### config.mk
export PLATFORM = sky130hd
export DESIGN_NAME = idc_top
export DESIGN_NICKNAME = d
export VERILOG_FILES = /design/src/logic/idc_pkg.sv /design/src/logic/idc_top.sv
export SDC_FILE = /design/constraint.sdc
export NUM_CORES = 1
export LEC_CHECK = 0
export BUFFER_PORTS_ARGS = -buffer_cell sky130_fd_sc_hd__buf_4
export CAP_MARGIN = 30
export CORE_AREA = 2 2 104 106
export DETAILED_ROUTE_END_ITERATION = 7
export DIE_AREA = 0 0 106 108
export PLACE_DENSITY = 0.81
export REMOVE_ABC_BUFFERS = 1
export SLEW_MARGIN = 0
export SYNTH_ARGS = -nofsm -noshare
export SYNTH_HDL_FRONTEND = slang
export SYNTH_SLANG_ARGS = --single-unit
export TNS_END_PERCENT = 30
### constraint.sdc
create_clock -name clock -period 2.88 [get_ports clock]
set_input_delay 0.72 -clock clock [delete_from_list [all_inputs] [get_ports clock]]
set_output_delay 0.72 -clock clock [all_outputs]
set_load 0.02 [all_outputs]
### src/logic/idc_pkg.sv
// Constants, field layouts and carrier types for the dual current DAC update control.
// Summary of operation
// - Source code 111, the reset default, latches the held word on each high-byte write.
// - In write mode a low-byte write is only stored; the next high-byte write latches both.
// - Sources 000 to 011 latch the held word only on timer 0 to 3 overflow.
// - Timer 2 or 3 triggers on low-byte overflow in 8-bit mode, high-byte in 16-bit.
// - Source 100 takes a rising strobe edge, 101 a falling edge, 110 either edge.
// - Strobe modes hold both data bytes until the selected edge, then latch them.
// - Left justified: code 11..4 from high byte 7..0, code 3..0 from low byte 7..4.
// - Right justified: code 11..8 from high byte 3..0, code 7..0 from low byte.
// - Control bit 2 selects justification: 0 left, 1 right.
// - Control bits 1:0 pick full scale 0.25, 0.5, 1.0, 2.0 mA; reset is 2.0 mA.
// - Control bit 7 enables each channel on its own.
// - Control bit 3 is reserved: reads zero, software writes zero.
// - Both enables low leaves pins as GPIO; otherwise the selected pin goes analog.
// - Both enabled with merge select set puts both outputs on the first pin.
// - The bias generator enable is asserted while either channel is enabled.
// - Merge select 0 sends channel 1 to its own pin, 1 to the first pin.
package idc_pkg;

	localparam int ADDR_W = 12;
	localparam int IDX_W  = 10;
	localparam int CODE_W = 12;

	// Register indices; byte address is four times the index.
	localparam logic [IDX_W-1:0] IDX_DAC0_LOW   = 10'h096;
	localparam logic [IDX_W-1:0] IDX_DAC0_HIGH  = 10'h097;
	localparam logic [IDX_W-1:0] IDX_DAC1_CTRL  = 10'h0b5;
	localparam logic [IDX_W-1:0] IDX_DAC0_CTRL  = 10'h0b9;
	localparam logic [IDX_W-1:0] IDX_DAC1_LOW   = 10'h0f4;
	localparam logic [IDX_W-1:0] IDX_DAC1_HIGH  = 10'h0f5;
	localparam logic [IDX_W-1:0] IDX_DAC0_CODE  = 10'h100;
	localparam logic [IDX_W-1:0] IDX_DAC1_CODE  = 10'h101;

	localparam logic [7:0] CTRL_RESET = 8'h73;
	localparam logic [7:0] DATA_RESET = 8'h00;
	localparam logic [7:0] CTRL_WMASK = 8'hf7;
	localparam logic [CODE_W-1:0] CODE_RESET = 12'h000;

	typedef enum logic [2:0] {
		SRC_TIMER0  = 3'b000,
		SRC_TIMER1  = 3'b001,
		SRC_TIMER2  = 3'b010,
		SRC_TIMER3  = 3'b011,
		SRC_RISE    = 3'b100,
		SRC_FALL    = 3'b101,
		SRC_ANYEDGE = 3'b110,
		SRC_WRITE   = 3'b111
	} idc_source_e;

	typedef struct packed {
		logic        channel_enable;
		logic [2:0]  update_source_select;
		logic        reserved;
		logic        right_justify_select;
		logic [1:0]  full_scale_select;
	} idc_ctrl_s;

	typedef struct packed {
		logic              enable;
		logic [1:0]        full_scale;
		logic [CODE_W-1:0] code;
	} idc_chan_s;

	typedef struct packed {
		logic t0_overflow;
		logic t1_overflow;
		logic t2_low_overflow;
		logic t2_high_overflow;
		logic t2_split_8bit;
		logic t3_low_overflow;
		logic t3_high_overflow;
		logic t3_split_8bit;
	} idc_timer_s;

endpackage

### src/logic/idc_top.sv
// Two-channel current DAC register file, update triggers and pin routing.
`timescale 1ns/1ps
module idc_top
	import idc_pkg::*;
(
	// Clock and reset.
	input  wire logic                clock,
	input  wire logic                rst,
	// APB slave.
	input  wire logic                psel,
	input  wire logic                penable,
	input  wire logic                pwrite,
	input  wire logic [ADDR_W-1:0]   paddr,
	input  wire logic [31:0]         pwdata,
	output logic      [31:0]         prdata,
	output logic                     pready,
	output logic                     pslverr,
	// Update triggers.
	input  wire idc_timer_s          timers,
	input  wire logic                conversion_strobe_pin,
	// Reference control merge bit.
	input  wire logic                output_merge_select,
	// Converter and pin control.
	output idc_chan_s [1:0]          chan,
	output logic      [1:0]          pin_analog_select,
	output logic                     dac1_on_pin0,
	output logic                     bias_enable
);

	// APB decode.
	wire logic             setup_phase = psel & ~penable;
	wire logic             access_wr   = psel & penable & pwrite;
	wire logic [IDX_W-1:0] idx         = paddr[ADDR_W-1:2];
	wire logic             addr_mapped = (idx == IDX_DAC0_LOW) | (idx == IDX_DAC0_HIGH)
		| (idx == IDX_DAC1_CTRL) | (idx == IDX_DAC0_CTRL) | (idx == IDX_DAC1_LOW)
		| (idx == IDX_DAC1_HIGH) | (idx == IDX_DAC0_CODE) | (idx == IDX_DAC1_CODE);

	// Strobe pin synchroniser and edge detection.
	logic strobe_meta;
	logic strobe_sync;
	logic strobe_prev;
	always_ff @(posedge clock or posedge rst)
	begin
		if (rst)
		begin
			strobe_meta <= 1'b0;
			strobe_sync <= 1'b0;
			strobe_prev <= 1'b0;
		end
		else
		begin
			strobe_meta <= conversion_strobe_pin;
			strobe_sync <= strobe_meta;
			strobe_prev <= strobe_sync;
		end
	end
	wire logic strobe_rise = strobe_sync & ~strobe_prev;
	wire logic strobe_fall = ~strobe_sync & strobe_prev;

	// Timer 2 and 3 follow their own width mode.
	wire logic t2_event = timers.t2_split_8bit ? timers.t2_low_overflow
		: timers.t2_high_overflow;
	wire logic t3_event = timers.t3_split_8bit ? timers.t3_low_overflow
		: timers.t3_high_overflow;

	idc_ctrl_s         ctrl       [2];
	logic [7:0]        data_low   [2];
	logic [7:0]        data_high  [2];
	logic [7:0]        read_low   [2];
	logic [7:0]        read_high  [2];
	logic [CODE_W-1:0] next_word  [2];
	logic              trigger    [2];
	logic              low_wr     [2];
	logic              high_wr    [2];
	logic [CODE_W-1:0] code_q     [2];

	genvar c;
	generate
		for (c = 0; c < 2; c++)
		begin : g_chan
			wire logic [IDX_W-1:0] idx_low  = (c == 0) ? IDX_DAC0_LOW  : IDX_DAC1_LOW;
			wire logic [IDX_W-1:0] idx_high = (c == 0) ? IDX_DAC0_HIGH : IDX_DAC1_HIGH;
			wire logic [IDX_W-1:0] idx_ctrl = (c == 0) ? IDX_DAC0_CTRL : IDX_DAC1_CTRL;
			wire logic             ctrl_wr  = access_wr & (idx == idx_ctrl);
			assign low_wr[c]  = access_wr & (idx == idx_low);
			assign high_wr[c] = access_wr & (idx == idx_high);

			// A write in the same cycle as a trigger is included in the latched word.
			wire logic [7:0] next_low  = low_wr[c]  ? pwdata[7:0] : data_low[c];
			wire logic [7:0] next_high = high_wr[c] ? pwdata[7:0] : data_high[c];
			wire logic       rjust     = ctrl[c].right_justify_select;
			assign next_word[c] = rjust ? {next_high[3:0], next_low}
				: {next_high, next_low[7:4]};

			// Unused positions read as zero under the present justification.
			assign read_low[c]  = rjust ? data_low[c] : {data_low[c][7:4], 4'h0};
			assign read_high[c] = rjust ? {4'h0, data_high[c][3:0]} : data_high[c];

			always_comb
			begin
				unique case (idc_source_e'(ctrl[c].update_source_select))
					SRC_TIMER0:  trigger[c] = timers.t0_overflow;
					SRC_TIMER1:  trigger[c] = timers.t1_overflow;
					SRC_TIMER2:  trigger[c] = t2_event;
					SRC_TIMER3:  trigger[c] = t3_event;
					SRC_RISE:    trigger[c] = strobe_rise;
					SRC_FALL:    trigger[c] = strobe_fall;
					SRC_ANYEDGE: trigger[c] = strobe_rise | strobe_fall;
					SRC_WRITE:   trigger[c] = high_wr[c];
				endcase
			end

			always_ff @(posedge clock or posedge rst)
			begin
				if (rst)
				begin
					ctrl[c]      <= CTRL_RESET;
					data_low[c]  <= DATA_RESET;
					data_high[c] <= DATA_RESET;
					code_q[c]    <= CODE_RESET;
				end
				else
				begin
					if (ctrl_wr)
						ctrl[c] <= pwdata[7:0] & CTRL_WMASK;
					data_low[c]  <= next_low;
					data_high[c] <= next_high;
					if (trigger[c])
						code_q[c] <= next_word[c];
				end
			end

			// The channel word has a single driver, so no field mixes flops and assigns.
			assign chan[c] = {ctrl[c].channel_enable, ctrl[c].full_scale_select,
				code_q[c]};
		end
	endgenerate

	// Pin takeover and merging.
	assign bias_enable  = chan[0].enable | chan[1].enable;
	assign dac1_on_pin0 = chan[1].enable & output_merge_select;
	assign pin_analog_select[0] = chan[0].enable | dac1_on_pin0;
	assign pin_analog_select[1] = chan[1].enable & ~output_merge_select;

	// Read data is captured in the setup cycle so the access phase needs no wait state.
	logic [31:0] read_value;
	always_comb
	begin
		read_value = 32'h0000_0000;
		unique case (idx)
			IDX_DAC0_LOW:  read_value[7:0] = read_low[0];
			IDX_DAC0_HIGH: read_value[7:0] = read_high[0];
			IDX_DAC0_CTRL: read_value[7:0] = ctrl[0];
			IDX_DAC1_LOW:  read_value[7:0] = read_low[1];
			IDX_DAC1_HIGH: read_value[7:0] = read_high[1];
			IDX_DAC1_CTRL: read_value[7:0] = ctrl[1];
			IDX_DAC0_CODE: read_value[CODE_W-1:0] = chan[0].code;
			IDX_DAC1_CODE: read_value[CODE_W-1:0] = chan[1].code;
			default:       read_value = 32'h0000_0000;
		endcase
	end

	always_ff @(posedge clock or posedge rst)
	begin
		if (rst)
		begin
			prdata  <= 32'h0000_0000;
			pslverr <= 1'b0;
		end
		else if (setup_phase)
		begin
			prdata  <= pwrite ? 32'h0000_0000 : read_value;
			pslverr <= ~addr_mapped;
		end
	end
	assign pready = 1'b1;
endmodule

# After elaboration in Yosys (flattened, before gate mapping)
# Index checks and enable logic that the tools add are counted.
op_classes:
  eq_ne: 22
  mux: 17
  n_bitwise: 28
  n_reduce_logical: 2
op_table:
  columns: ["cell", "count"]
  rows:
  - ["8-bit one-hot mux with 8 select lines", 1]
  - ["10-bit by 8-bit equality test with 1-bit output (second input constant)", 6]
  - ["8-bit 2-to-1 mux", 6]
  - ["12-bit 2-to-1 mux", 3]
  - ["3-bit equality test (second input constant)", 8]
  - ["10-bit by 9-bit equality test with 1-bit output (second input constant)", 2]
  - ["1-bit one-hot mux with 8 select lines", 2]
  - ["1-bit AND", 13]
  - ["3-bit by 2-bit equality test with 1-bit output (second input constant)", 4]
  - ["1-bit bitwise OR", 10]
  - ["4-bit 2-to-1 mux", 2]
  - ["4-bit one-hot mux with 2 select lines", 1]
  - ["3-bit by 1-bit equality test with 1-bit output (second input constant)", 2]
  - ["3-bit logical NOT", 2]
  - ["1-bit NOT", 5]
  - ["1-bit 2-to-1 mux", 2]
totals:
  ff_bits: 106
  inputBits: 59

# Longest topological paths before layout
# Gate-level depths: netlist of the first run.
depth:
  depth_word: 9
  mapped_depth: 8
  depth_no_buf: 7

# Worst setup path after synthesis of the first run
# OpenSTA, ideal clock, no wires.
synth_path:
  kind: "input port to flip-flop"
  start: "input paddr[7]"
  end: "register code_q, in the netlist chan[11]"
  setup_ns: 0.125
  arrival_time_ns: 2.345
  setup_slack_ns: 0.411
  path_stages: 6
  path_cell_list: "nor4b_4 and4_1 buf_4 mux2_2 mux2_2 mux2_2"
synth_between:
  elab_chain_cells: 4
  word_cells_on_any_way: 5
  classes_between: "1 x eq/ne; 3 x mux; 1 x bitwise"
synth_lines:
  columns: ["item", "line", "text"]
  rows:
  - ["start, declared", "idc_top.sv:13", "input wire logic [ADDR_W-1:0] paddr,"]
  - ["10-bit by 8-bit equality test with 1-bit output", "idc_top.sv:86", "assign high_wr[c] = access_wr & (idx == idx_high);"]
  - ["1-bit AND", "idc_top.sv:86", null]
  - ["8-bit 2-to-1 mux", "idc_top.sv:90", "wire logic [7:0] next_high = high_wr[c] ? pwdata[7:0] : data_high[c];"]
  - ["via g_chan[0].next_high[3]", "idc_top.sv:90", null]
  - ["12-bit 2-to-1 mux", "idc_top.sv:92", "assign next_word[c] = rjust ? {next_high[3:0], next_low}"]
  - ["end signal, assigned by index", "idc_top.sv:129", "code_q[c] <= next_word[c];"]
  - ["end, declared", "idc_top.sv:75", "logic [CODE_W-1:0] code_q [2];"]
# The timed path passes the listed nets, and every way through them passes these cells.
# A chain may end at the register's enable or synchronous reset.

# Final worst setup path of the first run
layout_path:
  start: "input paddr[8]"
  end: "register code_q, in the netlist chan[8]"
# The elaborated chain is that of the path after synthesis.

==> impl_results.md, run 1 <==
- Launch point of the worst path: paddr[8]
- CP Max Fanout: 11
- Final hold vios: 0
- Post-synthesis xor/xnor area fraction: 0%
- Post-synthesis sequential area ratio: 45.1%
- Pre-CTS setup slack: ~0.083 ns
- TritonCTS clock tree: yes
- Largest family of logic cells by synthesized area: multiplexers
- Most used DFF post-synth: dfrtp_1
- TritonRoute pass-1 iters: 5
- Critical path class: input port to flop
- CP delay by family, top: multiplexers
- Netlist cell types: 57
- Global route total overflow: 0
- WP data arrival: 2.70 ns
- Setup ws final: 0.437 ns
- Status: complete, no violations
- Area contributors post-synth: dfrtp_1, mux2_2, mux2i_1
- Routability cong.: 0.929
- Crit path top cell by count: mux2_2
- IO Pins: approximately 130
- 1st-iter DRT viols: 288
- Setup_tns: 0 ns
- Bufs on Longest Clock Path: 2
- Drt drc: 0
- WP data required: 3.14 ns
- Asr flop ratio synth: 100%
- Post-synth EDFFs: 0
- Yosys warnings: 0
- Starting Density: 46.9%
- Site row count: 37
- WP buf/inv: 2
- Area share of the largest cell type after synthesis: 39.6%
- Layout cell share with drive strength beyond 1: 38.4%
- Util after Layout: 56.0%
- Worst-skew pair later-pin latency: 0.36 ns
- VDD IR max: about 0.00023 V
- Critical Path, Cell by Cell: buf_4 > and4bb_1 > and4_1 > buf_4 > mux2_2 > mux2_2 > mux2_2
- Clk slew on worst S/H paths: ~0.1 ns
- H-tree depth: 3
- Commonest non-fill, non-tap cell in the layout: buf_4
- Antenna Nets Post-Route: 0
- Post-route cell area: 5730 um^2
- Final min period: ~2.4 ns
- Die area: around 11000 um^2
- Fmax: 409 MHz
- Post-Syn Instances: 426
- Leak Pwr: 2.92 nW
- Nets: 566
- Worst slew margin: 44.3%
- Synth Area per Inst: between 10 and 15 um^2
- Max-Cap Viols: 0
- Finished Layout Cells: 646
- Hold WC Path Type: flop to flop
- Startpoint types: input port
- Mux cell area share after synthesis: 23.9%
- Most frequent cells in the layout: buf_4, dfrtp_1, mux2_2, mux2i_1, inv_1
- Layout Skew: roughly 0.011 ns
- Initial antenna violation count: 0
- Final HPWL DP: 9.01 mm
- Gr usage total: 22.3%
- Post-place instance area: 5500 um^2
- Clk sink count: 86
- CTS Root Buffer Type: clkbuf_8
- Mapped cell area: between 4000 and 5000 um^2
- PD cells: 422 nW/um^2
- Placed cells: 630
- Post-CTS Setup Bufs: 0
- Setup Viol. Count Final: 0
- Pwr Total: 2.42 mW
- Simple-Gate Fraction of Synth Area: 12.0%
- Critical R2R Launch: strobe_sync
- Die X-Extent: 106 um
- FF+latch count, synth: 86
- Wire length per cell: roughly 19 um
- Max stage delay on crit path: 0.46 ns
- Largest area contributor in the netlist: dfrtp_1
- Largest net degree at the start of global routing: 40
- Area Growth Syn to Fin: 19.3%
- First-pass GRT wire length: 19.6 mm
- Worst hold start: strobe_meta
- Worst path slowest cell: and4bb_1
- # port buffers: 79
- Vias per cell: 5.74
- DR vias: around 3700
- Hold WS: 0.371 ns
- RSZ-0062 raised after global routing: false
- Diodes inserted: 0
- # resized after CTS: 0
- Core Region: 10200 um^2
- Die H: 108 um
- Num CTS Buffers: 9
- Hold buffers post-CTS: 0
- Fraction of the mapped netlist area in adder cells: 0.521%
- Actual slew at the worst max-slew pin: 0.831 ns
- Complex-gate fraction of the synthesized area: 9.82%
- Via count of the first global-routing pass: 3756
- Final Max Tran Viols: 0
- Total wire length: 12.4 mm
- Tcrit/Tclk final: 84.8%
- Crit. End Element: flop
==> logic make-up after synthesis <==
logic type               Yosys count
buffers and inverters             75
AO/OA/AOI/OAI                     64
flip-flops                        86
adder cells (fa/ha/maj)            2
other                              2
AND/OR/NAND/NOR                   91
multiplexers                     106
==> Yosys cell counts (3+ instances only) <==
library cell,number
nand2b_1,6
o21ai_0,14
inv_1,26
buf_1,3
nand3_1,4
mux2_2,54
nor2b_1,8
mux2_4,4
a32oi_1,8
dfstp_2,10
nand2_1,17
nor3_1,4
nor3b_1,3
nand3b_1,5
mux2i_1,48
dfrtp_1,76
o221ai_1,5
a22oi_1,17
clkbuf_1,9
a211oi_1,3
a21oi_1,3
nor2_1,15
nand4_1,3
buf_2,6
buf_4,28
and2_1,4
==> worst register-to-register path, cell delays in order (launching register included) <==
cell and delay [ns]:
dfrtp_1 0.38, inv_1 0.05, ha_1 0.29, nor3b_1 0.05
a21oi_1 0.17, o21ai_0 0.12, o311ai_2 0.25, buf_4 0.31
mux2_2 0.38
==> worst paths after layout <==
path                          endpoint  slack (ns)  depth (start not counted)
max                            chan[8]        0.44                          7
min                        strobe_sync        0.37                          0
max reg2reg                   chan[19]        0.75                          8
min reg2reg                strobe_sync        0.37                          0
max in group asynchronous      ctrl[5]        1.73                          3
min in group asynchronous      chan[0]        0.44                          2
==> cell type report <==
type                       instances  area (um^2)
inverter                          26         98.8
timing repair buffer              98          761
clock inverter                     6         92.6
sequential                        86         2160
multi-input combinational        284         2310
tap                              136          170
clock buffer                      10          138
fill                             892         4500
==> power breakdown <==
| part | switching (mW) | internal (mW) |
|---|---|---|
| logic | 0.132 | 0.0774 |
| registers | 0.00734 | 1.22 |
| clock network | 0.469 | 0.518 |
==> sequential cells by signal, indices dropped and copies added, names as in the netlist <==
| name | flops |
|---|---|
| strobe_meta | 1 |
| strobe_prev | 1 |
| data_high | 16 |
| strobe_sync | 1 |
| data_low | 16 |
| pslverr | 1 |
| g_chan.rjust | 2 |
| chan | 30 |
| ctrl | 6 |
| prdata | 12 |
==> routing by layer <==
layer	GRT usage, %	share of wire [%]
met3	4.46	6.8
met4	7.61	1.2
met2	37.3	48
met1	29.1	44
met5	0	0
(Power assumes the default switching activity.)
==> inputs of run 2 (changes only) <==
clock period = 2.2 ns   (was 2.88 ns; I/O delays follow)
==> run 2 against run 1 <==
Effect of this change: design area up 6.4%; register-to-register slack worse by 0.72 ns; largest power group unchanged; count of clock-buffer cells in the layout up 1; sequential share of layout area down 2.3 points; cell count up 6.0%; utilization up 3.6 points; routed wire length up 5.3%.
==> impl_results.md, run 2 (synthesized netlist as in run 1, its figures left out) <==
- Gr usage total: 22.8% (was 22.3%)
- Fillers: 833 (was 892)
- Setup ws final: 0.0308 ns (was 0.437 ns)
- Layout Skew: 0.00849 ns (was 0.0105 ns)
- Layout cell share with drive strength beyond 1: 43.9% (was 38.4%)
- Reg area: 2160 um^2 (unchanged)
- VDD IR max: 0.000397 V (was 0.000226 V)
- # port buffers: 79 (unchanged)
- Worst R2R Setup Slack: 0.03 ns (was 0.75 ns)
- Hold buffers post-CTS: 0 (unchanged)
- Num CTS Buffers: 9 (unchanged)
- Final hold vios: 0 (unchanged)
- Via count of the first global-routing pass: 3846 (was 3756)
- 1st-iter DRT viols: 234 (was 288)
- Most frequent cells in the layout: buf_4, dfrtp_1, mux2_2, mux2i_1, inv_1 (unchanged)
- First-pass GRT wire length: 20.0 mm (was 19.6 mm)
- Final HPWL DP: 9.45 mm (was 9.01 mm)
- Site row count: 37 (unchanged)
- Antenna Nets Post-Route: 0 (unchanged)
- Initial antenna violation count: 0 (unchanged)
- Startpoint types: flop (was input port)
- Placed cells: 666 (was 630)
- Max-Cap Viols: 0 (unchanged)
- Crit. End Element: flop (unchanged)
- Nets: 605 (was 566)
- Internal: 2.43 mW (was 1.81 mW)
- Routability cong.: 0.898 (was 0.929)
- Setup Viol. Count Final: 0 (unchanged)
- Reg2Reg Capture Point: chan[22] (was chan[19])
- IO Pins: 127 (unchanged)
- Actual slew at the worst max-slew pin: 0.683 ns (was 0.831 ns)
- Post-route cell area: 6100 um^2 (was 5730 um^2)
- H-tree depth: 3 (unchanged)
- Finished Layout Cells: 685 (was 646)
- Worst slew margin: 54.4% (was 44.3%)
- DR vias: 3815 (was 3711)
- WP data arrival: 2.42 ns (was 2.70 ns)
- Switching fraction of total power: 24.0% (was 25.1%)
- Hold WC Path Type: input port to async pin (was flop to flop)
- Status: complete, no violations (unchanged)
- PD cells: 523 nW/um^2 (was 422 nW/um^2)
- Area occupied by multi-input gates: 2340 um^2 (was 2310 um^2)
- Psw: 0.765 mW (was 0.608 mW)
- Max reg flops: 30 (unchanged)
- Fmax: 461 MHz
- TritonCTS clock tree: yes (unchanged)
- Pwr Total: 3.19 mW (was 2.42 mW)
- Commonest non-fill, non-tap cell in the layout: buf_4 (unchanged)
- Critical path class: flop to flop (was input port to flop)
- WP data required: 2.45 ns (was 3.14 ns)
- Area Growth Syn to Fin: 27.0% (was 19.3%)
- GRT met3 Usage: 3.86% (was 4.46%)
- Final Max Tran Viols: 0 (unchanged)
- Largest net degree at the start of global routing: 40 (unchanged)
- Core Region: 10200 um^2 (unchanged)
- Critical R2R Launch: ctrl[6] (was strobe_sync)
- Leak Pwr: 3.13 nW (was 2.92 nW)
- TritonRoute pass-1 iters: 4 (was 5)
- Starting Density: 46.9% (unchanged)
- CTS Root Buffer Type: clkbuf_8 (unchanged)
- Final min period: 2.17 ns
- Pre-CTS setup slack: -0.312 ns (was 0.0826 ns)
- Clk sink count: 86 (unchanged)
- Die H: 108 um (unchanged)
- CP Max Fanout: 6 (was 11)
- Bufs on Longest Clock Path: 2 (unchanged)
- Global route total overflow: 0 (unchanged)
- Drt drc: 0 (unchanged)
- Clk slew on worst S/H paths: 0.09 ns (was 0.10 ns)
- Tcrit/Tclk final: between 90% and 100%
- Total wire length: 13.0 mm (was 12.4 mm)
- Layer with the highest usage: met2 (unchanged)
- Diodes inserted: 0 (unchanged)
- M1 GR Usage: 29.5% (was 29.1%)
- Worst-skew pair later-pin latency: 0.36 ns (about the same)
- Post-place instance area: 5780 um^2 (was 5500 um^2)
- Comb pwr share: 10.0% (was 8.7%)
- Wire length per cell: 19.0 um (was 19.2 um)
- Die area: 11400 um^2 (unchanged)
- Sequential power share: 50.2% (was 50.6%)
- R2R cell count: 7 (was 8)
- Die X-Extent: 106 um (unchanged)
- Util after Layout: 59.6% (was 56.0%)
- Clock share of power: 39.8% (was 40.8%)
- Vias per cell: 5.57 (was 5.74)
- M2 GR Usage: 38.9% (was 37.3%)
[run 2: final cells by class]
type	instances	share of cell area [%]
clock inverter	5	1.33
tap	136	2.79
inverter	26	1.62
timing repair buffer	137	17.8
multi-input combinational	284	38.4
clock buffer	11	2.48
sequential	86	35.5
[run 2: per-layer routing]
| metal | wire length [um] | up-vias | share of wire (%) |
|---|---|---|---|
| met4 | 194 | 0 | 1.5 |
| met5 | 0 | - | 0 |
| li1 | - | 1725 | - |
| met2 | 6390 | 153 | 49 |
| met3 | 841 | 18 | 6.5 |
| met1 | 5610 | 1919 | 43 |
[run 2: what timing repair did]
item                                    in CTS  in global routing
endpoints found under the setup margin       0                 20
setup buffers                                0                  2
gates resized for setup                      0                  9
endpoints found under the hold margin        0                  0
[run 2: worst max-delay path, stage by stage, from the launching register on]
cell       delay (ns)
dfstp_2          0.61
inv_1            0.08
o21ai_0          0.31
o21ai_2          0.13
o311ai_4         0.28
buf_6            0.17
clkbuf_16        0.16
mux2_2           0.33
[run 2: through the flow]
stage | TNS (ns) | hold slack, ns
2_1_floorplan | -50.22 | 0.331
3_3_place_gp | -4.48 | 0.340
3_5_place_dp | -5.08 | 0.335
4_1_cts | 0 | 0.280
5_1_grt | -0.512 | 0.276
6_report | 0 | 0.277
[run 2: how the worst max path moves through the flow]
| stage | start | to | slack [ns] | depth (start not counted) |
|---|---|---|---|---|
| 5_1_grt | strobe_prev | chan[22] | -0.05 | 8 |
| 3_3_place_gp | paddr[8] | chan[9] | -0.29 | 7 |
| 4_1_cts | paddr[8] | chan[9] | 0.04 | 7 |
| 2_1_floorplan | rst | chan[0] | -0.56 | 1 |
| 6_report | ctrl[6] | chan[22] | 0.03 | 7 |
| 3_5_place_dp | paddr[8] | chan[9] | -0.31 | 7 |
[run 2: power groups by stage]
stage	clock [mW]	combinational, mW	sequential [mW]
6_report	1.27	0.319	1.60
2_1_floorplan	0	0.129	1.64
3_5_place_dp	0	0.301	1.63
5_1_grt	1.36	0.342	1.60
3_3_place_gp	0	0.295	1.63
4_1_cts	1.29	0.302	1.60
